==> config.mk <==
export PLATFORM = sky130hd
export DESIGN_NAME = logical_and_instr_exec
export DESIGN_NICKNAME = d
export VERILOG_FILES = /design/src/logic/and_exec_pkg.sv /design/src/logic/and_decode.sv /design/src/logic/logical_and_instr_exec.sv
export SDC_FILE = /design/constraint.sdc
export NUM_CORES = 1
export LEC_CHECK = 0
export BUFFER_PORTS_ARGS = -buffer_cell sky130_fd_sc_hd__buf_4
export CORE_MARGIN = 2
export CORE_UTILIZATION = 52
export CTS_BUF_LIST = sky130_fd_sc_hd__clkbuf_2
export DETAILED_ROUTE_END_ITERATION = 8
export GPL_TIMING_DRIVEN = 0
export PLACE_DENSITY = 0.88
export SYNTH_ARGS = -nofsm -noshare
export SYNTH_HDL_FRONTEND = slang
export SYNTH_SLANG_ARGS = --single-unit
export TNS_END_PERCENT = 50
==> constraint.sdc <==
create_clock -name clock -period 3.3 [get_ports clock]
set_input_delay 0.495 -clock clock [delete_from_list [all_inputs] [get_ports clock]]
set_output_delay 0.495 -clock clock [all_outputs]
set_load 0.05 [all_outputs]
==> src/logic/and_exec_pkg.sv <==
`default_nettype none
package and_exec_pkg;
    localparam int INSTR_W = 14;
    localparam int DATA_W = 8;
    localparam int ADDR_W = 7;
    localparam int OPC_W = 6;
    localparam logic [5:0] OPC_AND_LIT = 6'h39;
    localparam logic [5:0] OPC_AND_FILE = 6'h05;
    localparam int OPC_LSB = 8;
    localparam int DEST_BIT = 7;
    localparam int LIT_LSB = 0;
    localparam int ADDR_LSB = 0;
    localparam logic [7:0] WORK_RST = 8'h00;
    localparam logic ZERO_RST = 1'b0;
    localparam logic [6:0] WADDR_RST = 7'h00;
    localparam logic [7:0] WDATA_RST = 8'h00;
    localparam logic DEST_WORK = 1'b0;
    localparam logic DEST_FILE = 1'b1;
endpackage
`default_nettype wire

==> src/logic/and_decode.sv <==
`timescale 1ns/10ps
`default_nettype none
module and_decode (
    input wire logic [and_exec_pkg::INSTR_W-1:0] instr,
    output logic is_lit,
    output logic is_file,
    output logic dest_file,
    output logic [and_exec_pkg::DATA_W-1:0] literal,
    output logic [and_exec_pkg::ADDR_W-1:0] file_addr
);
    import and_exec_pkg::*;

    function automatic logic opcode_is(
        input logic [OPC_W-1:0] op,
        input logic [OPC_W-1:0] code
    );
        return op == code;
    endfunction

    wire [OPC_W-1:0] opcode;
    assign opcode = instr[INSTR_W-1:OPC_LSB];
    assign is_lit = opcode_is(opcode, OPC_AND_LIT);
    assign is_file = opcode_is(opcode, OPC_AND_FILE);
    assign dest_file = instr[DEST_BIT];
    assign literal = instr[LIT_LSB +: DATA_W];
    assign file_addr = instr[ADDR_LSB +: ADDR_W];
endmodule
`default_nettype wire

==> src/logic/logical_and_instr_exec.sv <==
`timescale 1ns/10ps
`default_nettype none
module logical_and_instr_exec (
    input wire logic clock,
    input wire logic sys_rst,
    input wire logic instr_valid,
    input wire logic [and_exec_pkg::INSTR_W-1:0] instr,
    input wire logic [and_exec_pkg::DATA_W-1:0] file_rdata,
    input wire logic work_load,
    input wire logic [and_exec_pkg::DATA_W-1:0] work_load_data,
    output logic [and_exec_pkg::ADDR_W-1:0] file_raddr,
    output logic file_we,
    output logic [and_exec_pkg::ADDR_W-1:0] file_waddr,
    output logic [and_exec_pkg::DATA_W-1:0] file_wdata,
    output logic [and_exec_pkg::DATA_W-1:0] work,
    output logic zero_flag,
    output logic done
);
    import and_exec_pkg::*;

    // bitwise product shared by both instructions
    function automatic logic [DATA_W-1:0] and_bytes(
        input logic [DATA_W-1:0] lhs,
        input logic [DATA_W-1:0] rhs
    );
        return lhs & rhs;
    endfunction

    function automatic logic is_zero(
        input logic [DATA_W-1:0] val
    );
        return val == '0;
    endfunction

    // decoded fields of the current word
    logic is_lit;
    logic is_file;
    logic dest_file;
    logic [DATA_W-1:0] literal;
    logic [ADDR_W-1:0] addr;

    // registered state and its next values
    logic [DATA_W-1:0] work_q;
    logic [DATA_W-1:0] work_d;
    logic zero_q;
    logic zero_d;
    logic we_q;
    logic we_d;
    logic [ADDR_W-1:0] waddr_q;
    logic [ADDR_W-1:0] waddr_d;
    logic [DATA_W-1:0] wdata_q;
    logic [DATA_W-1:0] wdata_d;
    logic done_q;
    logic done_d;

    and_decode u_dec (
        .instr(instr),
        .is_lit(is_lit),
        .is_file(is_file),
        .dest_file(dest_file),
        .literal(literal),
        .file_addr(addr)
    );

    // read address is combinational so the file data arrives in the same cycle
    assign file_raddr = addr;

    wire exec_lit;
    wire exec_file;
    wire exec_any;
    wire load_work;
    wire fwd_hit;
    wire [DATA_W-1:0] file_value;
    wire [DATA_W-1:0] operand;
    wire [DATA_W-1:0] result;
    wire to_work;
    wire to_file;

    assign exec_lit = instr_valid && is_lit;
    assign exec_file = instr_valid && is_file;
    assign exec_any = exec_lit || exec_file;
    // a write issued last cycle lands only at this edge, so the file still
    // shows the old byte; back-to-back ops on one register take the pending one
    assign fwd_hit = we_q && (waddr_q == addr);
    assign file_value = fwd_hit ? wdata_q : file_rdata;
    assign operand = exec_lit ? literal : file_value;
    assign result = and_bytes(work_q, operand);
    assign to_work = exec_lit || (exec_file && dest_file == DEST_WORK);
    assign to_file = exec_file && dest_file == DEST_FILE;
    // an AND owns the work register in its cycle; a clashing load is dropped
    assign load_work = work_load && !exec_any;

    assign work_d = to_work ? result : (load_work ? work_load_data : work_q);
    // other status flags live outside; only zero is touched here
    assign zero_d = exec_any ? is_zero(result) : zero_q;
    assign we_d = to_file;
    // address and data stand until the next valid word
    assign waddr_d = instr_valid ? addr : waddr_q;
    assign wdata_d = instr_valid ? result : wdata_q;
    assign done_d = exec_any;

    always_ff @(posedge clock) begin
        if (sys_rst) begin
            work_q <= WORK_RST;
        end else begin
            work_q <= work_d;
        end
    end

    always_ff @(posedge clock) begin
        if (sys_rst) begin
            zero_q <= ZERO_RST;
        end else begin
            zero_q <= zero_d;
        end
    end

    always_ff @(posedge clock) begin
        if (sys_rst) begin
            we_q <= 1'b0;
        end else begin
            we_q <= we_d;
        end
    end

    always_ff @(posedge clock) begin
        if (sys_rst) begin
            waddr_q <= WADDR_RST;
        end else begin
            waddr_q <= waddr_d;
        end
    end

    always_ff @(posedge clock) begin
        if (sys_rst) begin
            wdata_q <= WDATA_RST;
        end else begin
            wdata_q <= wdata_d;
        end
    end

    always_ff @(posedge clock) begin
        if (sys_rst) begin
            done_q <= 1'b0;
        end else begin
            done_q <= done_d;
        end
    end

    assign work = work_q;
    assign zero_flag = zero_q;
    assign file_we = we_q;
    assign file_waddr = waddr_q;
    assign file_wdata = wdata_q;
    assign done = done_q;
endmodule
`default_nettype wire

==> results.cfg, run 1 <==
[finish]
final_nets = 272
most-common-layout-cells = buf_4, dfxtp_1, nor2_1
utilization_pct = 73.17
n_antenna_cell = 0
syn2layout_area_growth_pct = 36.97
drive_gt1_share_pct = 34.60
layout_commonest_cell = buf_4
stdcell_area_mm2 = 0.001966

[synth]
avgSynthCellArea_um2 = 8.442
synth-seq-area-share_pct = 36.27
syn_area_mm2 = 0.001435
syn_nets = 204
ys_seq_elements = 26
synth_warnings = 0
syn_inst = 170
yosysUniqueCellTypes = 31
ys_dominant_reg_cell = dfxtp_1
synth_edf_count = 0
synthArstFlopShare_pct = 0

[clock_network]
cts-root-buf = clkbuf_2
cts_made_buffers = 3
clock_latency_ns = 0.39
clk_path_buf_depth = 2
clk_pin_slew_ns = 0.25
ctsResizeCount = 0
cts_setup_buffers = 0
cts_hold_buf = 0
cts_tree = done
clock-sinks = 26
h-tree-depth = 1

[setup_path]
crit_fanout = 9
rr_worst_depth = 6
r2r_end = zero_flag
endpoint = zero_flag
crit_path_end_kind = flip-flop
critPathKind = reg2reg
timing.rr.start = file_waddr[1]
required_ns = 3.64
critPathLaunchType = flip-flop
crit_path_start = file_waddr[1]
r2r_slack_ns = 1.21
worst_ep_arrival_time_ns = 2.43

[detailed_routing]
route.final.wire_length_mm = 4.033
final_antenna_net_count = 0
drcViolationCount = 0
vias = 1559
via_per_inst = 5.817
first_iter_violations = 49
drt_pass1_iterations = 4
routedWlPerCell_um = 15.05

[timing]
hold_violations = 0
finalCriticalPeriod_ns = 2.091
hold_ws_ns = 0.3573
worst_pin_slew_ns = 0.7146
post-route-period-util_pct = 63.37
slew-limit-headroom_pct = 52.36
setup_tns_ns = 0
skew_ns = 0.01624
finalMaxSlewViolations = 0
rsz0062_at_grt = false
fmax_ghz = 0.4782
finalSetupViolations = 0

[power_and_ir_drop]
p_per_area_mw_per_mm2 = 340.6
p_leak_nw = 0.9164
ir_worst_vdd_v = 0.0003304

[die]
die_w_um = 56.54
die_h_um = 56.54
initial_utilization_pct = 53.42
ioPinCount = 67
dieArea_mm2 = 0.003196
rows = 19
core_area_mm2 = 0.002686

[place]
placed_area_mm2 = 0.001947
place_hpwl_mm = 3.134
portBuffers = 63
globalplace.congestion = 0.8447

[global_route]
grt_usage_pct = 25.35
grt_pass1_wl_mm = 6.403
grt_max_degree = 15
overflow = 0
antenna_found_initial = 0
grt_pass1_vias = 1340

[hold_path]
min_path_type = in2reg

[status]
status = finished clean

[job]
maxCapViolations = 0
## power by group
group / switching (mW) / internal, mW
Clock: 0.101 / 0.0263
Combinational: 0.122 / 0.0800
Sequential: 0.0120 / 0.328
Total: 0.235 / 0.434
## cell usage after synthesis, types with 2 or more instances
cell / count / share of area [%]
nor2_1: 25 / 6.5
xnor2_1: 4 / 2.4
mux2i_1: 15 / 10
buf_2: 2 / 0.70
a21oi_1: 8 / 2.8
nand2_1: 11 / 2.9
buf_6: 2 / 1.6
and3_1: 8 / 3.5
a311oi_1: 8 / 4.9
nor4_1: 2 / 0.87
o21ai_0: 16 / 5.6
a31oi_1: 8 / 3.5
xor2_1: 2 / 1.2
clkbuf_1: 4 / 1.0
nand3_1: 8 / 2.8
dfxtp_1: 26 / 36
buf_4: 7 / 3.7
## critical path: stages (launching register included)
cell       delay [ns]
dfxtp_1          0.41
xnor2_2          0.36
nand4bb_2        0.28
o21ai_0          0.24
a21oi_1          0.14
nor4_1           0.38
a32o_1           0.23
## stage by stage
step / total power, mW / setup WS, ns / cells
floorplan: 0.4709 / 1.410 / 170
global placement: 0.5437 / 1.011 / 264
detailed placement: 0.5472 / 1.081 / 264
CTS: 0.6697 / 1.295 / 268
global route: 0.6932 / 1.042 / 268
finish: 0.6696 / 1.209 / 268
## sequential cells by signal, indices dropped and copies added, names as in the netlist
register / count
file_waddr: 7
zero_flag: 1
work: 8
file_wdata: 8
done: 1
file_we: 1
## final cells by class
| type | count | area (µm²) |
|---|---|---|
| multi-input combinational | 128 | 810.8 |
| fill | 207 | 720.7 |
| sequential | 26 | 520.5 |
| timing repair buffer | 63 | 473.0 |
| buffer | 16 | 103.9 |
| tap | 31 | 38.79 |
| clock buffer | 3 | 15.01 |
| clock inverter | 1 | 3.754 |
## layer usage
metal,routed length (µm),up-vias,GRT usage (%)
met5,0,-,0
met4,19,0,5.102
met3,343,3,5.760
met2,2073,76,40.86
met1,1596,726,34.78
li1,-,754,-
## cells by family after synthesis
group / synth area share (%)
buf+inv: 7.236
mux: 10.46
flops: 36.27
simple gates: 22.93
compound gates: 18.31
xor+xnor: 4.795
## worst min-delay path by stage
stage	startpoint	to	slack [ns]	cells past startpoint
after global routing	instr[7]	file_we	0.34	2
after detailed placement	work[5]	work[5]	0.49	2
after floorplan	instr[6]	file_waddr[6]	0.64	2
final	instr[7]	file_we	0.36	2
after global placement	work[2]	work[2]	0.49	2
after CTS	work_load_data[2]	work[2]	0.36	3
Note: power is estimated with default switching activity, not from simulation.
==> run 2, diff against run 1 <==
--- a/config.mk
+++ b/config.mk
@@ -7,11 +7,11 @@
 export LEC_CHECK = 0
 export BUFFER_PORTS_ARGS = -buffer_cell sky130_fd_sc_hd__buf_4
 export CORE_MARGIN = 2
-export CORE_UTILIZATION = 52
+export CORE_UTILIZATION = 43
 export CTS_BUF_LIST = sky130_fd_sc_hd__clkbuf_2
 export DETAILED_ROUTE_END_ITERATION = 8
 export GPL_TIMING_DRIVEN = 0
-export PLACE_DENSITY = 0.88
+export PLACE_DENSITY = 0.78
 export SYNTH_ARGS = -nofsm -noshare
 export SYNTH_HDL_FRONTEND = slang
 export SYNTH_SLANG_ARGS = --single-unit
==> constraint.sdc (replaced) <==
create_clock -name clock -period 1.9 [get_ports clock]
set_input_delay 0.285 -clock clock [delete_from_list [all_inputs] [get_ports clock]]
set_output_delay 0.285 -clock clock [all_outputs]
set_load 0.05 [all_outputs]
==> run 2 against run 1 <==
- register-to-register slack got worse by 1.1 ns
- non-clock buffer count rose by 1
- count of clock-buffer cells in the layout did not move
- sequential power rose by 74%
- first-iteration DRC count rose by 140%
- clock skew fell by 0.0097 ns
- die area rose by 19%
- flip-flop and latch count did not move
- hold slack got worse by 0.18 ns
- clock power rose by 66%
==> results.cfg, run 2 (synthesis gave the netlist of run 1 again) <==
[status]
status = finished clean

[setup_path]
critPathLaunchType = flip-flop
critPathKind = reg2reg
worst_ep_arrival_time_ns = 2.12
required_ns = 2.22
crit_fanout = 8
crit_path_end_kind = flip-flop

[hold_path]
min_path_type = in2reg

[detailed_routing]
drt_pass1_iterations = 4
first_iter_violations = 116
final_antenna_net_count = 0
routedWlPerCell_um = 14.79
route.final.wire_length_mm = 4.171
via_per_inst = 5.550
drcViolationCount = 0
vias = 1565

[finish]
syn2layout_area_growth_pct = 41.94
most-common-layout-cells = buf_4, dfxtp_1, nor2_1
n_antenna_cell = 0
final_cells = 282
drive_gt1_share_pct = 37.82
layout_commonest_cell = buf_4
multi_input_area_um2 = 857.1
regArea_um2 = 521.8
utilization_pct = 65.65
nFillCells = 292
final_nets = 273

[clock_network]
cts-root-buf = clkbuf_2
cts_made_buffers = 3
clock_latency_ns = 0.35
h-tree-depth = 1
clock-sinks = 26
clk_pin_slew_ns = 0.24
cts_tree = done
clk_path_buf_depth = 2

[place]
portBuffers = 63
globalplace.congestion = 0.8796
place_hpwl_mm = 3.098
place_inst = 277

[global_route]
antenna_found_initial = 0
grt_pass1_vias = 1342
grt_usage_pct = 21.77
overflow = 0
grt_pass1_wl_mm = 6.203
grt_max_degree = 15

[timing]
skew_ns = 0.006541
worst_pin_slew_ns = 0.7459
finalMaxSlewViolations = 0
finalCriticalPeriod_ns = 1.802
finalSetupViolations = 0
hold_ws_ns = 0.1740
slew-limit-headroom_pct = 50.28
post-route-period-util_pct = 94.85
setup_tns_ns = 0
hold_violations = 0
fmax_ghz = 0.5549

[power_and_ir_drop]
ir_worst_vdd_v = 0.0005616
p_per_area_mw_per_mm2 = 573.4
p_leak_nw = 0.9238

[die]
initial_utilization_pct = 46.25
dieArea_mm2 = 0.003816
die_h_um = 61.77
die_w_um = 61.77
ioPinCount = 67
core_area_mm2 = 0.003103
rows = 20

[job]
maxCapViolations = 0
[run 2: critical path, stage by stage (launching register included)]
cell and delay (ns):
dfxtp_1 0.38, xnor2_1 0.14, and4_1 0.20, buf_2 0.17, a31oi_1 0.23, a21oi_2 0.12
nor4_2 0.32, a32o_1 0.21
[run 2: layer usage]
| layer | routed length (µm) | vias to the layer above | global-route usage (%) |
|---|---|---|---|
| met5 | 0 | - | 0 |
| met4 | 38 | 0 | 4.559 |
| met3 | 331 | 4 | 4.141 |
| met2 | 2036 | 80 | 36.09 |
| met1 | 1765 | 726 | 29.67 |
| li1 | - | 755 | - |
[run 2: power by group]
part / internal, mW / switching, mW / leakage (nW)
Combinational: 0.147 / 0.219 / 0.697
Sequential: 0.570 / 0.0205 / 0.213
Clock: 0.0457 / 0.165 / 0.0140
Total: 0.763 / 0.405 / 0.924
[run 2: timing repair]
action                     4_1_cts  5_1_grt
pin swaps                        0        2
setup endpoints to repair        1       10
setup buffers                    0        1
gates resized for setup          2       13
hold buffers                     0        0
[run 2: area by class of cell]
cell class                 instances  area share (%)
tap                               44           2.703
buffer                            16           5.098
timing repair buffer              64           23.59
clock buffer                       3          0.7371
clock inverter                     1          0.1843
sequential                        26           25.61
multi-input combinational        128           42.08
[run 2: final timing paths]
| check | start | to | slack (ns) | depth (start not counted) |
|---|---|---|---|---|
| setup / recovery | file_waddr[4] | zero_flag | 0.1 | 7 |
| hold reg to reg | work[0] | work[0] | 0.53 | 2 |
| setup reg to reg | file_waddr[4] | zero_flag | 0.1 | 7 |
| hold / removal | instr[7] | file_we | 0.17 | 2 |
[run 2: stage by stage]
stage	setup slack [ns]	instance area (µm²)	total power, mW
after CTS	0.003085	1999	1.160
after global placement	-0.1220	1963	0.9468
after floorplan	0.01038	1435	0.8179
after global routing	-0.005116	2037	1.214
final	0.09777	2037	1.168
after detailed placement	-0.1200	1963	0.9497
==> run 3, diff against run 2 <==
--- a/config.mk
+++ b/config.mk
@@ -7,11 +7,12 @@
 export LEC_CHECK = 0
 export BUFFER_PORTS_ARGS = -buffer_cell sky130_fd_sc_hd__buf_4
 export CORE_MARGIN = 2
-export CORE_UTILIZATION = 43
+export CORE_UTILIZATION = 52
 export CTS_BUF_LIST = sky130_fd_sc_hd__clkbuf_2
+export CTS_CLUSTER_SIZE = 20
 export DETAILED_ROUTE_END_ITERATION = 8
 export GPL_TIMING_DRIVEN = 0
-export PLACE_DENSITY = 0.78
+export PLACE_DENSITY = 0.88
 export SYNTH_ARGS = -nofsm -noshare
 export SYNTH_HDL_FRONTEND = slang
 export SYNTH_SLANG_ARGS = --single-unit
==> constraint.sdc (replaced) <==
create_clock -name clock -period 2.1 [get_ports clock]
set_input_delay 0.315 -clock clock [delete_from_list [all_inputs] [get_ports clock]]
set_output_delay 0.315 -clock clock [all_outputs]
set_load 0.05 [all_outputs]
==> run 3 against run 2 <==
- sequential share of layout area up 0.39 points
- clock power shrank 7%
- non-clock buffer count unchanged
- via count decreased by 0.51%
- global-route usage rose by 3.6 points
- cell count shrank 4.6%
- worst setup slack gained 0.014 ns
- highest routed layer unchanged
==> results.cfg, run 3 (synthesis gave the netlist of run 1 again) <==
[status]
status = finished clean

[die]
rows = 19
ioPinCount = 67
die_h_um = 56.54
dieArea_mm2 = 0.003196
die_w_um = 56.54
initial_utilization_pct = 53.42
core_area_mm2 = 0.002686

[power_and_ir_drop]
p_per_area_mw_per_mm2 = 529.9
p_sw_mw = 0.3724
p_comb_share_pct = 31.0
p_clk_share_pct = 18.6
ir_worst_vdd_v = 0.0005228
seqPwrFrac_pct = 50.4
swShare_pct = 35.11
p_leak_nw = 0.9261
p_int_mw = 0.6884

[detailed_routing]
via_per_inst = 5.788
highest_layer = met4
drcViolationCount = 0
final_antenna_net_count = 0
wl_met1_mm = 1.642
route.met3.wl_um = 395
vias = 1557
drt_pass1_iterations = 4
routedWlPerCell_um = 15.61
first_iter_violations = 88
route.final.wire_length_mm = 4.198
wl_met2_mm = 2.117

[timing]
finalCriticalPeriod_ns = 1.988
finalMaxSlewViolations = 0
fmax_ghz = 0.5029
slew-limit-headroom_pct = 51.53
finalSetupViolations = 0
rsz0062_at_grt = false
timing.final.ws_setup_ns = 0.1117
post-route-period-util_pct = 94.68
hold_ws_ns = 0.1854
hold_violations = 0
worst_pin_slew_ns = 0.7270
skew_ns = 0.005516

[place]
place_hpwl_mm = 3.134
placed_area_mm2 = 0.001947
place_inst = 264
portBuffers = 63
place_ws_ns = 0.06070
globalplace.congestion = 0.8447

[clock_network]
cts_made_buffers = 3
clk_path_buf_depth = 2
h-tree-depth = 1
clock-sinks = 26
cts-root-buf = clkbuf_2
cts_hold_buf = 0
cts_tree = done
clock_latency_ns = 0.37
clk_pin_slew_ns = 0.24

[global_route]
grt_pass1_wl_mm = 6.403
grt_max_degree = 15
grt_usage_pct = 25.35
antenna_found_initial = 0
overflow = 0
grt_pass1_vias = 1340

[finish]
drive_gt1_share_pct = 35.29
multi_input_area_um2 = 839.6
utilization_pct = 74.52
most-common-layout-cells = buf_4, dfxtp_1, nor2_1
nFillCells = 201
final_cells = 269
regArea_um2 = 520.5
n_antenna_cell = 0
syn2layout_area_growth_pct = 39.49
stdcell_area_mm2 = 0.002002
final_nets = 273
layout_commonest_cell = buf_4

[setup_path]
required_ns = 2.40
critPathLaunchType = flip-flop
max_stage_delay_ns = 0.44
crit_fanout = 8
slowest_stage = nor2_1
crit_path_end_kind = flip-flop
critPathKind = reg2reg
crit_chain = xor2_1 > nor2_1 > a31oi_1 > a21oi_1 > nor4_1 > a32o_1
worst_ep_arrival_time_ns = 2.29

[hold_path]
min_path_type = in2reg

[job]
maxCapViolations = 0
[run 3: power groups by stage]
stage	combinational, mW	clock (mW)	sequential [mW]
4_1_cts	0.317	0.201	0.534
6_report	0.329	0.197	0.535
2_1_floorplan	0.131	0	0.609
3_5_place_dp	0.317	0	0.543
3_3_place_gp	0.312	0	0.543
5_1_grt	0.346	0.216	0.537
[run 3: final cells by class]
cell class              instances  area share (%)
repair buffers                 64           24.00
clock buffers                   3          0.7500
multi-input cells             128           41.94
clock inverters                 1          0.1875
well taps                      31           1.938
plain buffers                  16           5.188
flip-flops and latches         26           26.00
[run 3: through the flow]
step / setup TNS [ns] / power [mW]
after floorplan: 0 / 0.7400
final: 0 / 1.061
after global routing: 0 / 1.100
after CTS: 0 / 1.052
after detailed placement: 0 / 0.8598
after global placement: -0.008866 / 0.8544
[run 3: worst paths after layout]
path / from / end / slack, ns / depth (start not counted)
hold / removal: work_load_data[2] / work[2] / 0.19 / 3
setup reg to reg: file_waddr[3] / zero_flag / 0.11 / 6
hold reg to reg: work[0] / work[0] / 0.51 / 2
setup / recovery: file_waddr[3] / zero_flag / 0.11 / 6
[run 3: worst max-delay path, delay by kind of cell, from the launching register on]
kind            cells  cell delay (ns)
flops               1             0.40
compound gates      3             0.76
xor+xnor            1             0.19
simple gates        2             0.56
[run 3: per-layer routing]
metal,vias up,global-route usage [%]
met5,-,0
met2,80,40.86
met3,8,5.760
li1,754,-
met4,0,5.102
met1,715,34.78
[run 3: timing repair]
item,CTS,global route
gates resized for setup,0,3
hold endpoints to repair,0,0
setup buffers,0,1
endpoints found under the setup margin,0,1
